===== src/pkg/pcr_map.svh =====
`ifndef PCR_MAP_SVH
`define PCR_MAP_SVH
// register addresses (8-bit register index on the device register port)
`define PCR_ADDR_PROTECT    8'h25
`define PCR_ADDR_IFACE      8'h26
`define PCR_ADDR_SPTR       8'h2B
`define PCR_ADDR_SWORD      8'h2C
`define PCR_ADDR_BCAST      8'h50
// reset values
`define PCR_RST_WORD        16'h0000
// protect_mode_config fields
`define PCR_PROT_ACT_HI     9
`define PCR_PROT_ACT_LO     8
`define PCR_PROT_RSV_HI     15
`define PCR_PROT_RSV_LO     5
// interface_options fields
`define PCR_IF_TIMEOUT_BIT  12
`define PCR_IF_RSV_BIT      8
`define PCR_IF_FAST_BIT     2
`define PCR_IF_SDO_BIT      0
// scratch pointer and word
`define PCR_SPTR_HI         7
`define PCR_SPTR_LO         0
// broadcast code field, left aligned
`define PCR_BCAST_HI        15
`define PCR_BCAST_LO        6
`define PCR_BCAST_KEEP_LO   4
// shared pin input function code for protect
`define PCR_PIN_FUNC_PROT   4'h5
// protect sequence: cycles a slew step is held before power-down
`define PCR_SLEW_STEP_NS    1000
`define PCR_CLK_NS          10
`define PCR_SLEW_CYCLES     (`PCR_SLEW_STEP_NS / `PCR_CLK_NS)
`endif


===== src/pkg/pcr_pkg.sv =====
package pcr_pkg;
	// protect action selections
	typedef enum logic [1:0] {
		PCR_ACT_HIZ,
		PCR_ACT_NVM,
		PCR_ACT_MLOW,
		PCR_ACT_MHIGH
	} pcr_action_e;

	// output stage request issued during a protect sequence
	typedef enum logic [2:0] {
		PCR_OUT_RUN,
		PCR_OUT_LOAD_NVM,
		PCR_OUT_SLEW_LOW,
		PCR_OUT_SLEW_HIGH,
		PCR_OUT_HIZ
	} pcr_out_e;
endpackage : pcr_pkg


===== src/core/pcr_protect_seq.sv =====
`timescale 1ns/1ps
`include "pcr_map.svh"
module pcr_protect_seq #(
	parameter int SLEW_CYCLES = `PCR_SLEW_CYCLES // cycles spent slewing
) (
	input  wire logic       mclk,        // system clock
	input  wire logic       reset,       // sync reset, active high
	input  wire logic       trigger,     // one-cycle protect start
	input  wire logic [1:0] action,      // selected protect action
	output logic      [2:0] out_request, // request to output stages
	output logic            busy         // sequence in progress
);
	initial begin
		if (SLEW_CYCLES < 1) $error("SLEW_CYCLES must be at least one");
	end

	typedef enum logic [1:0] {ST_IDLE, ST_PRE, ST_HIZ} pcr_seq_e;

	pcr_seq_e    state, next_state;          // sequence state
	logic [2:0]  req, next_req;              // registered output request
	logic [31:0] cnt, next_cnt;              // slew step counter

	// next-state logic of the protect sequence
	always_comb begin
		next_state = state;
		next_req   = req;
		next_cnt   = cnt;
		case (state)
			ST_IDLE: begin
				if (trigger) begin
					next_cnt = 32'h00000000;
					case (action)
						2'h0: begin // straight to hi-z
							next_state = ST_HIZ;
							next_req   = 3'(pcr_pkg::PCR_OUT_HIZ);
						end
						2'h1: begin // nvm code, no slew
							next_state = ST_PRE;
							next_req   = 3'(pcr_pkg::PCR_OUT_LOAD_NVM);
							next_cnt   = 32'(SLEW_CYCLES - 1);
						end
						2'h2: begin // slew to margin low
							next_state = ST_PRE;
							next_req   = 3'(pcr_pkg::PCR_OUT_SLEW_LOW);
						end
						default: begin // slew to margin high
							next_state = ST_PRE;
							next_req   = 3'(pcr_pkg::PCR_OUT_SLEW_HIGH);
						end
					endcase
				end
			end
			ST_PRE: begin
				// hold the pre-step, then power down
				if (cnt >= 32'(SLEW_CYCLES - 1)) begin
					next_state = ST_HIZ;
					next_req   = 3'(pcr_pkg::PCR_OUT_HIZ);
				end else begin
					next_cnt = cnt + 32'h00000001;
				end
			end
			ST_HIZ: begin
				// stays powered down until reset
				next_req = 3'(pcr_pkg::PCR_OUT_HIZ);
			end
			default: begin
				next_state = ST_IDLE;
				next_req   = 3'(pcr_pkg::PCR_OUT_RUN);
			end
		endcase
	end

	// state registers
	always_ff @(posedge mclk) begin
		if (reset) begin
			state <= ST_IDLE;
			req   <= 3'h0;
			cnt   <= 32'h00000000;
		end else begin
			state <= next_state;
			req   <= next_req;
			cnt   <= next_cnt;
		end
	end

	assign out_request = req;
	assign busy        = (state == ST_PRE);
endmodule : pcr_protect_seq


===== src/core/pcr_regs.sv =====
`timescale 1ns/1ps
`include "pcr_map.svh"
// Summary of operation
// - action 00 hi-z; 01 nvm code then hi-z
// - action 10/11 slew margin low/high, hi-z
// - bit 2 selects fast serial output
// - bit 0 enables serial out on pin
// - pointer write selects next scratch location
// - scratch write advances pointer by one
// - scratch word writes and reads selected location
// - broadcast write loads every enabled channel together
// - 10-bit code left aligned, low bits ignored
// - load only channels with broadcast enable
// - falling pin edge starts protect when configured
module pcr_regs #(
	parameter int CHANNELS    = 3,                // dac channel count
	parameter int SCR_DEPTH   = 256,              // scratch words
	parameter int SLEW_CYCLES = `PCR_SLEW_CYCLES  // protect pre-step cycles
) (
	input  wire logic                  mclk,                     // system clock
	input  wire logic                  reset,                    // sync reset, active high
	input  wire logic [7:0]            reg_addr,                 // register index
	input  wire logic [15:0]           reg_wdata,                // write data
	input  wire logic                  reg_write,                // write strobe
	input  wire logic                  reg_read,                 // read strobe
	output logic      [15:0]           reg_rdata,                // read data, registered
	input  wire logic                  shared_io_pin,            // shared pin level in
	input  wire logic                  pin_input_enable,         // pin used as input
	input  wire logic [3:0]            pin_input_function,       // pin input function code
	input  wire logic [CHANNELS-1:0]   channel_broadcast_enable, // per-channel follow
	input  wire logic                  spi_read_data,            // serial read-back bit
	output logic                       shared_io_out,            // pin output value
	output logic                       shared_io_oe,             // pin output enable
	output logic                       i2c_timeout_enable,       // bus timeout active
	output logic                       fast_serial_out_enable,   // fast serial timing
	output logic [CHANNELS-1:0]        channel_load,             // broadcast load pulse
	output logic [9:0]                 broadcast_code,           // common channel code
	output logic [2:0]                 protect_out_request,      // protect request
	output logic                       protect_busy              // protect sequence busy
);
	localparam int PW = $clog2(SCR_DEPTH);

	initial begin
		if (SCR_DEPTH < 2 || SCR_DEPTH > 256) $error("SCR_DEPTH must be 2..256");
		// the pointer wraps at its own width, so every index must name an entry
		if ((SCR_DEPTH & (SCR_DEPTH - 1)) != 0) $error("SCR_DEPTH must be a power of two");
		if (CHANNELS < 1) $error("CHANNELS must be at least one");
	end

	logic [15:0]          protect_mode_config, next_protect_mode_config; // protect action reg
	logic [15:0]          interface_options, next_interface_options;     // interface reg
	logic [PW-1:0]        scratch_pointer, next_scratch_pointer;         // scratch pointer
	logic [15:0]          all_channel_code, next_all_channel_code;       // broadcast reg
	logic [15:0]          scratch_mem [SCR_DEPTH];                       // scratch storage
	logic [15:0]          next_rdata;                                    // read mux
	logic [CHANNELS-1:0]  next_load;                                     // load pulses
	logic                 pin_q, next_pin_q;                             // previous pin level
	logic                 prot_trig;                                     // protect start pulse
	logic                 wr_scr;                                        // scratch write
	logic                 rd_scr;                                        // scratch read

	assign wr_scr = reg_write && (reg_addr == `PCR_ADDR_SWORD);
	assign rd_scr = reg_read && (reg_addr == `PCR_ADDR_SWORD);

	// next values of the register bank and read port
	always_comb begin
		next_protect_mode_config = protect_mode_config;
		next_interface_options   = interface_options;
		next_scratch_pointer     = scratch_pointer;
		next_all_channel_code    = all_channel_code;
		next_load                = '0;
		next_rdata               = reg_rdata;
		next_pin_q               = shared_io_pin;
		if (reg_write) begin
			case (reg_addr)
				`PCR_ADDR_PROTECT: begin
					next_protect_mode_config = {reg_wdata[15:5], 5'h00};
				end
				`PCR_ADDR_IFACE: begin
					next_interface_options = reg_wdata & 16'h1105;
				end
				`PCR_ADDR_SPTR: begin
					next_scratch_pointer = reg_wdata[PW-1:0];
				end
				`PCR_ADDR_SWORD: begin
					next_scratch_pointer = scratch_pointer + PW'(1);
				end
				`PCR_ADDR_BCAST: begin
					next_all_channel_code = {reg_wdata[15:4], 4'h0};
					next_load             = channel_broadcast_enable;
				end
				default: begin
					next_load = '0; // unmapped write ignored
				end
			endcase
		end
		if (reg_read) begin
			case (reg_addr)
				`PCR_ADDR_PROTECT: next_rdata = protect_mode_config;
				`PCR_ADDR_IFACE:   next_rdata = interface_options;
				`PCR_ADDR_SPTR:    next_rdata = 16'(scratch_pointer);
				`PCR_ADDR_SWORD:   next_rdata = scratch_mem[scratch_pointer];
				`PCR_ADDR_BCAST:   next_rdata = all_channel_code;
				default:           next_rdata = 16'h0000; // unmapped reads zero
			endcase
		end
	end

	// register bank and pin history
	always_ff @(posedge mclk) begin
		if (reset) begin
			protect_mode_config <= `PCR_RST_WORD;
			interface_options   <= `PCR_RST_WORD;
			scratch_pointer     <= '0;
			all_channel_code    <= `PCR_RST_WORD;
			channel_load        <= '0;
			reg_rdata           <= 16'h0000;
			pin_q               <= 1'b1;
		end else begin
			protect_mode_config <= next_protect_mode_config;
			interface_options   <= next_interface_options;
			scratch_pointer     <= next_scratch_pointer;
			all_channel_code    <= next_all_channel_code;
			channel_load        <= next_load;
			reg_rdata           <= next_rdata;
			pin_q               <= next_pin_q;
		end
	end

	// scratch storage, one entry per index; not reset
	always_ff @(posedge mclk) begin
		if (wr_scr) begin
			scratch_mem[scratch_pointer] <= reg_wdata;
		end
	end

	// falling edge on the pin while configured as protect input
	assign prot_trig = pin_input_enable && (pin_input_function == `PCR_PIN_FUNC_PROT)
		&& pin_q && !shared_io_pin;

	// interface option outputs
	assign i2c_timeout_enable     = interface_options[`PCR_IF_TIMEOUT_BIT];
	assign fast_serial_out_enable = interface_options[`PCR_IF_FAST_BIT];
	assign shared_io_oe           = interface_options[`PCR_IF_SDO_BIT];
	assign shared_io_out          = interface_options[`PCR_IF_SDO_BIT] & spi_read_data;
	assign broadcast_code         = all_channel_code[`PCR_BCAST_HI:`PCR_BCAST_LO];

	// protect sequencer
	pcr_protect_seq #(
		.SLEW_CYCLES (SLEW_CYCLES)
	) u_seq (
		.mclk        (mclk),
		.reset       (reset),
		.trigger     (prot_trig),
		.action      (protect_mode_config[`PCR_PROT_ACT_HI:`PCR_PROT_ACT_LO]),
		.out_request (protect_out_request),
		.busy        (protect_busy)
	);
endmodule : pcr_regs


===== config.mk =====
export PLATFORM = sky130hd
export DESIGN_NAME = pcr_regs
export DESIGN_NICKNAME = d
export VERILOG_FILES = /design/src/pkg/pcr_pkg.sv /design/src/core/pcr_protect_seq.sv /design/src/core/pcr_regs.sv
export VERILOG_INCLUDE_DIRS = /design/src /design/src/pkg
export SDC_FILE = /design/constraint.sdc
export NUM_CORES = 2
export LEC_CHECK = 0
export BUFFER_PORTS_ARGS = -buffer_cell sky130_fd_sc_hd__buf_2
export CAP_MARGIN = 40
export CORE_MARGIN = 2
export CORE_UTILIZATION = 30
export DETAILED_ROUTE_END_ITERATION = 10
export PLACE_DENSITY_LB_ADDON = 0.3
export SKIP_LAST_GASP = 1
export SLEW_MARGIN = 40
export SYNTH_ARGS = -nofsm -noshare
export SYNTH_HDL_FRONTEND = slang
export SYNTH_SLANG_ARGS = --single-unit

===== constraint.sdc =====
create_clock -name mclk -period 3.4 [get_ports mclk]
set_clock_uncertainty 0.1 [all_clocks]
set_input_delay 0.34 -clock mclk [delete_from_list [all_inputs] [get_ports mclk]]
set_output_delay 0.34 -clock mclk [all_outputs]
set_load 0.01 [all_outputs]

Yosys cells after proc, flatten, opt, wreduce, memory -nomap -nowiden
Memories as Yosys holds them, arrays and structs flattened. A register that Yosys moved wholly into a read port is not among the register bits.
Cells that the tools add are included.
{"block": "totals", "register_bits": 92, "inputBits": 38, "wordCells": 66, "n_memories": 1, "ram_bits": 4096}
{"block": "op_classes", "eq_ne": 13, "n_addsub": 2, "n_bitwise": 4, "magnitude_cmp": 1, "n_reduce_logical": 17, "muxes": 18}
{"name": "scratch_mem", "depth": 256, "width": 16, "rd": 1, "rd_clocked_by_memory_dff": 1, "write_ports": 1, "line_no": "pcr_regs.sv:54", "text": "logic [15:0] scratch_mem [SCR_DEPTH];"}
{"cell": "16-bit one-hot mux with 5 select lines", "count": 1}
{"cell": "32-bit two-way mux", "count": 2}
{"cell": "32-bit one-hot mux with 2 select lines", "count": 1}
{"cell": "32-bit by 1-bit adder with 32-bit output, second input constant", "count": 1}
{"cell": "8-bit by 6-bit equality test with 1-bit output, second input constant", "count": 4}
{"cell": "32-bit by 7-bit >= comparator with 1-bit output, second input constant", "count": 1}
{"cell": "3-bit one-hot mux with 3 select lines", "count": 2}
{"cell": "8-bit two-way mux", "count": 2}
{"cell": "8-bit one-hot mux with 2 select lines", "count": 1}
{"cell": "2-bit AND reduction", "count": 5}
{"cell": "8-bit by 1-bit adder with 8-bit output, second input constant", "count": 1}
{"cell": "8-bit by 7-bit equality test with 1-bit output, second input constant", "count": 1}
{"cell": "7-bit two-way mux", "count": 1}
{"cell": "2-bit two-way mux", "count": 3}
{"cell": "3-bit two-way mux", "count": 2}
{"cell": "2-bit one-hot mux with 3 select lines", "count": 1}
{"cell": "3-bit AND reduction", "count": 2}
{"cell": "2-bit by 1-bit equality test with 1-bit output, second input constant", "count": 2}
{"cell": "2-bit equality test, second input constant", "count": 2}
{"cell": "4-bit by 3-bit equality test with 1-bit output, second input constant", "count": 1}
{"cell": "1-bit logical AND", "count": 4}
{"cell": "2-bit logical NOT", "count": 2}
{"cell": "2-bit inequality test, second input constant", "count": 2}
{"cell": "2-bit nonzero test", "count": 2}
{"cell": "6 further kinds", "count": 9}

Longest topological paths before layout
{"block": "depth", "word_depth": 6, "ltp_mapped": 14}

Modules after synthesis
A second synthesis with hierarchy kept.
{"block": "unflattened", "cells_unflattened": 7508, "hier_area_um2": 162807.4}
{"module": "pcr_regs", "seq_area_each_um2": 124259.2, "n_inst": 1, "cells_each": 7318, "area_each_um2": 161180.8}
{"module": "pcr_protect_seq", "seq_area_each_um2": 740.7, "n_inst": 1, "cells_each": 190, "area_each_um2": 1626.6}

Worst setup path before layout
No wires, ideal clock.
{"block": "synth_timing", "path_kind": "input to register", "startpoint": "input port reg_addr[3]", "endpoint": "memory scratch_mem[184][0], enable pin", "required_ps": 2912, "arrival_time_ps": 2548, "n_path_buf": 2, "setup_time_ps": 388, "slack_ps": 364, "stages": 7, "cell_sequence": "clkbuf_1 > nor2b_1 > nand4b_1 > nor3b_1 > nand3_1 > clkbuf_1 > nor2_1"}
{"block": "synth_via", "elab_chain_len": 4}
{"item": "start, declared", "line_no": "pcr_regs.sv:22", "text": "input wire logic [7:0] reg_addr,"}
{"item": "8-bit by 6-bit equality test with 1-bit output"}
{"item": "1-bit logical AND", "line_no": "pcr_regs.sv:62", "text": "assign wr_scr = reg_write && (reg_addr == `PCR_ADDR_SWORD);"}
{"item": "1-bit two-way mux", "line_no": "pcr_regs.sv:132", "text": "if (wr_scr) begin"}
{"item": "1-bit two-way mux (not written as such)", "line_no": "pcr_regs.sv:133", "text": "scratch_mem[scratch_pointer] <= reg_wdata;"}
{"item": "end, declared", "line_no": "pcr_regs.sv:54"}
No other way between the ends.

==> run_results.csv <==
group,metric,value,unit
detailed_routing,post_drt_wl_per_cell,32.1,um
timing,max_freq,0.287,GHz
finish,mostFrequentLayoutCells,"edfxtp_1, buf_4, mux4_2",
detailed_routing,drt-vias-per-instance,5.33,
synthesis,netlist-cell-type-count,84,
timing,tightest_slew,0.971,ns
worst_setup_path,critPathRequiredTime,4.18,ns
floorplan,design.portCount,75,
place,placed_cells,15676,
place,port_buffers,74,
synthesis,synth_seq_cells,4196,
floorplan,die_area,546000,um2
place,dp_hpwl,345,mm
floorplan,die_width,739,um
timing,setup_violations,4,
worst_setup_path,worstSetupEndpointType,"flop",
clocking,cts_buffer_depth,4,
detailed_routing,dr.pass1.iters,5,
timing,period_needed,3.48,ns
global_routing,track_usage,0.188,
place,routabilityCongestion,0.897,
hold_path,min_path_type,"in -> reg",
global_routing,overflow,0,
timing,post-route-period-util,1.02,
hold_path,min_from,"reset",
timing,setup-tns-final,-0.193,ns
pwr,power_density,537,nW/um2
worst_setup_path,cp-start-kind,"flop",
run_status,violations,"negative setup slack",
finish,drive_above_1_share,0.336,
pwr,p_leak,60.5,nW
timing,slew_viol_final,0,
clocking,cts-root-buf,"clkbuf_16",
detailed_routing,vias,88256,
worst_setup_path,crit_type,"reg -> reg",
clocking,clkTransAtPathRegs,0.07,ns
pwr,max-vdd-ir-drop,430,uV
global_routing,grt_max_degree,109,
finish,areaGrowthSynthToFinish,21.7,%
clocking,numCtsBuffers,428,
synthesis,async_reset_ff_frac,0,
floorplan,start_util,0.302,
detailed_routing,wirelength,532,mm
floorplan,dieHeight,739,um
global_routing,antenna_found_initial,50,
synthesis,seq_area_frac_synth,0.771,
worst_setup_path,cp_data_arrival_time,4.27,ns
timing,layout_setup_ws,-0.0843,ns
synthesis,synthCells,7733,
clocking,clk_latency,1.06,ns
pwr,p_total,106,mW
timing,max_slew_margin,0.353,
synthesis,syn_area,162000,um2
finish,mostFrequentLayoutCell,"edfxtp_1",
global_routing,grt_pass1_wl,725,mm
timing,rsz0062_at_grt,"true",
clocking,cts_sinks,4196,
detailed_routing,drc,0,
worst_setup_path,path_max_fanout,18,
clocking,cts_tree,"built",
synthesis,synth.net_count,7780,
finish,instances_no_fill,16567,
detailed_routing,antenna_left,0,
floorplan,coreArea,537000,um2
finish,fill_cells,49117,
synthesis,synth-edff-count,4096,
synthesis,ys.flop_type,"edfxtp_1",
global_routing,grt_pass1_vias,87379,
synthesis,synth.avg_cell_area,21.0,um2
timing,hold_violations,0,
finish,nNetsFinal,9055,
detailed_routing,first_iter_violations,12950,
run_status,status,"complete, but fails checks",
worst_setup_path,timing.reg2reg.setup_slack,-0.08,ns
clocking,h-tree-depth,5,
synthesis,ys_warn_count,0,
floorplan,rows,269,
flow_run,maxCapViolCount,0,
routing by layer:
layer / up-vias / track usage / share of wire
li1: 35051 / - / -
met1: 47814 / 0.257 / 0.40
met2: 4590 / 0.297 / 0.46
met3: 785 / 0.0421 / 0.096
met4: 16 / 0.0624 / 0.037
met5: - / 0 / 0.00021
what timing repair did:
action,4_1_cts,5_1_grt
endpoints found under the setup margin,16,16
buffers inserted,6,28
cloned,7,6
pin swaps,19,21
endpoints found under the hold margin,2241,0
gates resized for setup,108,68
hold buffers,36,0
through the flow:
stage	hold slack, ns	utilization	instance area [um2]	setup slack (ns)
after floorplan	0.331	-	162000	0.364
after detailed placement	0.349	0.337	181000	-0.626
after global placement	0.342	0.337	181000	-0.721
after global routing	0.122	0.367	197000	-0.0381
final	0.116	0.367	197000	-0.0843
after CTS	0.0369	0.366	196000	-0.0611
flip-flops by register name, indices dropped and copies added (netlist names), named ones only:
register	count
channel_load	3
pin_q	1
u_seq.state	2
interface_options	4
all_channel_code	12
scratch_pointer	8
reg_rdata	16
u_seq.out_request	3
protect_mode_config	11
u_seq.cnt	32
scratch_mem	4096
final cells by class:
class	instances	area (um2)	area share
multi-input combinational	3056	35300	0.179
tap	7181	8980	0.0456
inverter	14	56.3	0.000285
timing repair buffer	1312	13700	0.0694
sequential	4196	125000	0.634
antenna	15	37.5	0.000190
clock buffer	513	11200	0.0567
clock inverter	280	2960	0.0150
cell families after synthesis:
group,after synthesis,synth area share
AO/OA/AOI/OAI,826,0.0354
XOR/XNOR,4,0.000216
adder cells (fa/ha/maj),9,0.000695
buffers and inverters,481,0.0179
flip-flops,4196,0.771
multiplexers,1229,0.146
AND/OR/NAND/NOR,988,0.0283
cells in the mapped netlist, drive strengths merged (15+ instances only):
library cell  instances  area share
nand2               212      0.0049
buf                 276       0.013
a31oi                28      0.0011
a211oi               27      0.0013
a22o                 27      0.0015
edfxtp             4096        0.76
o21ai                96      0.0030
nand4                24     0.00093
mux2i               297       0.018
nor2b                35      0.0014
dfxtp               100       0.012
nand2b               21     0.00081
and3                 15     0.00058
clkbuf              191      0.0044
nand3               103      0.0032
o221ai               56      0.0030
a21oi               149      0.0046
mux4                902        0.13
and2                 42      0.0016
nor3                 68      0.0021
nor2                383      0.0089
mux2                 30      0.0021
a2111oi              15     0.00081
a22oi               156      0.0072
o22ai               112      0.0043
a221oi               39      0.0022
nor4                 22     0.00085
final timing paths:
| kind | to | cells after the start |
|---|---|---|
| setup / recovery | reg_rdata[7] | 8 |
| hold / removal | reg_rdata[6] | 5 |
| setup reg to reg | reg_rdata[7] | 8 |
| hold reg to reg | u_seq.cnt[30] | 1 |
power by group:
part / internal [mW] / switching, mW / total [mW]
combinational: 0.401 / 1.33 / 1.73
clock: 27.0 / 20.5 / 47.5
sequential: 56.7 / 0.0103 / 56.7
critical path, stage by stage, from the launching register on:
cell and delay, ns:
dfxtp_4 0.48, buf_4 0.29, nor2_1 0.69, nand2_1 0.36, nor2_1 0.55, a2111oi_0 0.29
o311a_1 0.22, a41oi_2 0.22, o21ai_1 0.10
No activity file was read; power rests on OpenSTA's default activity.
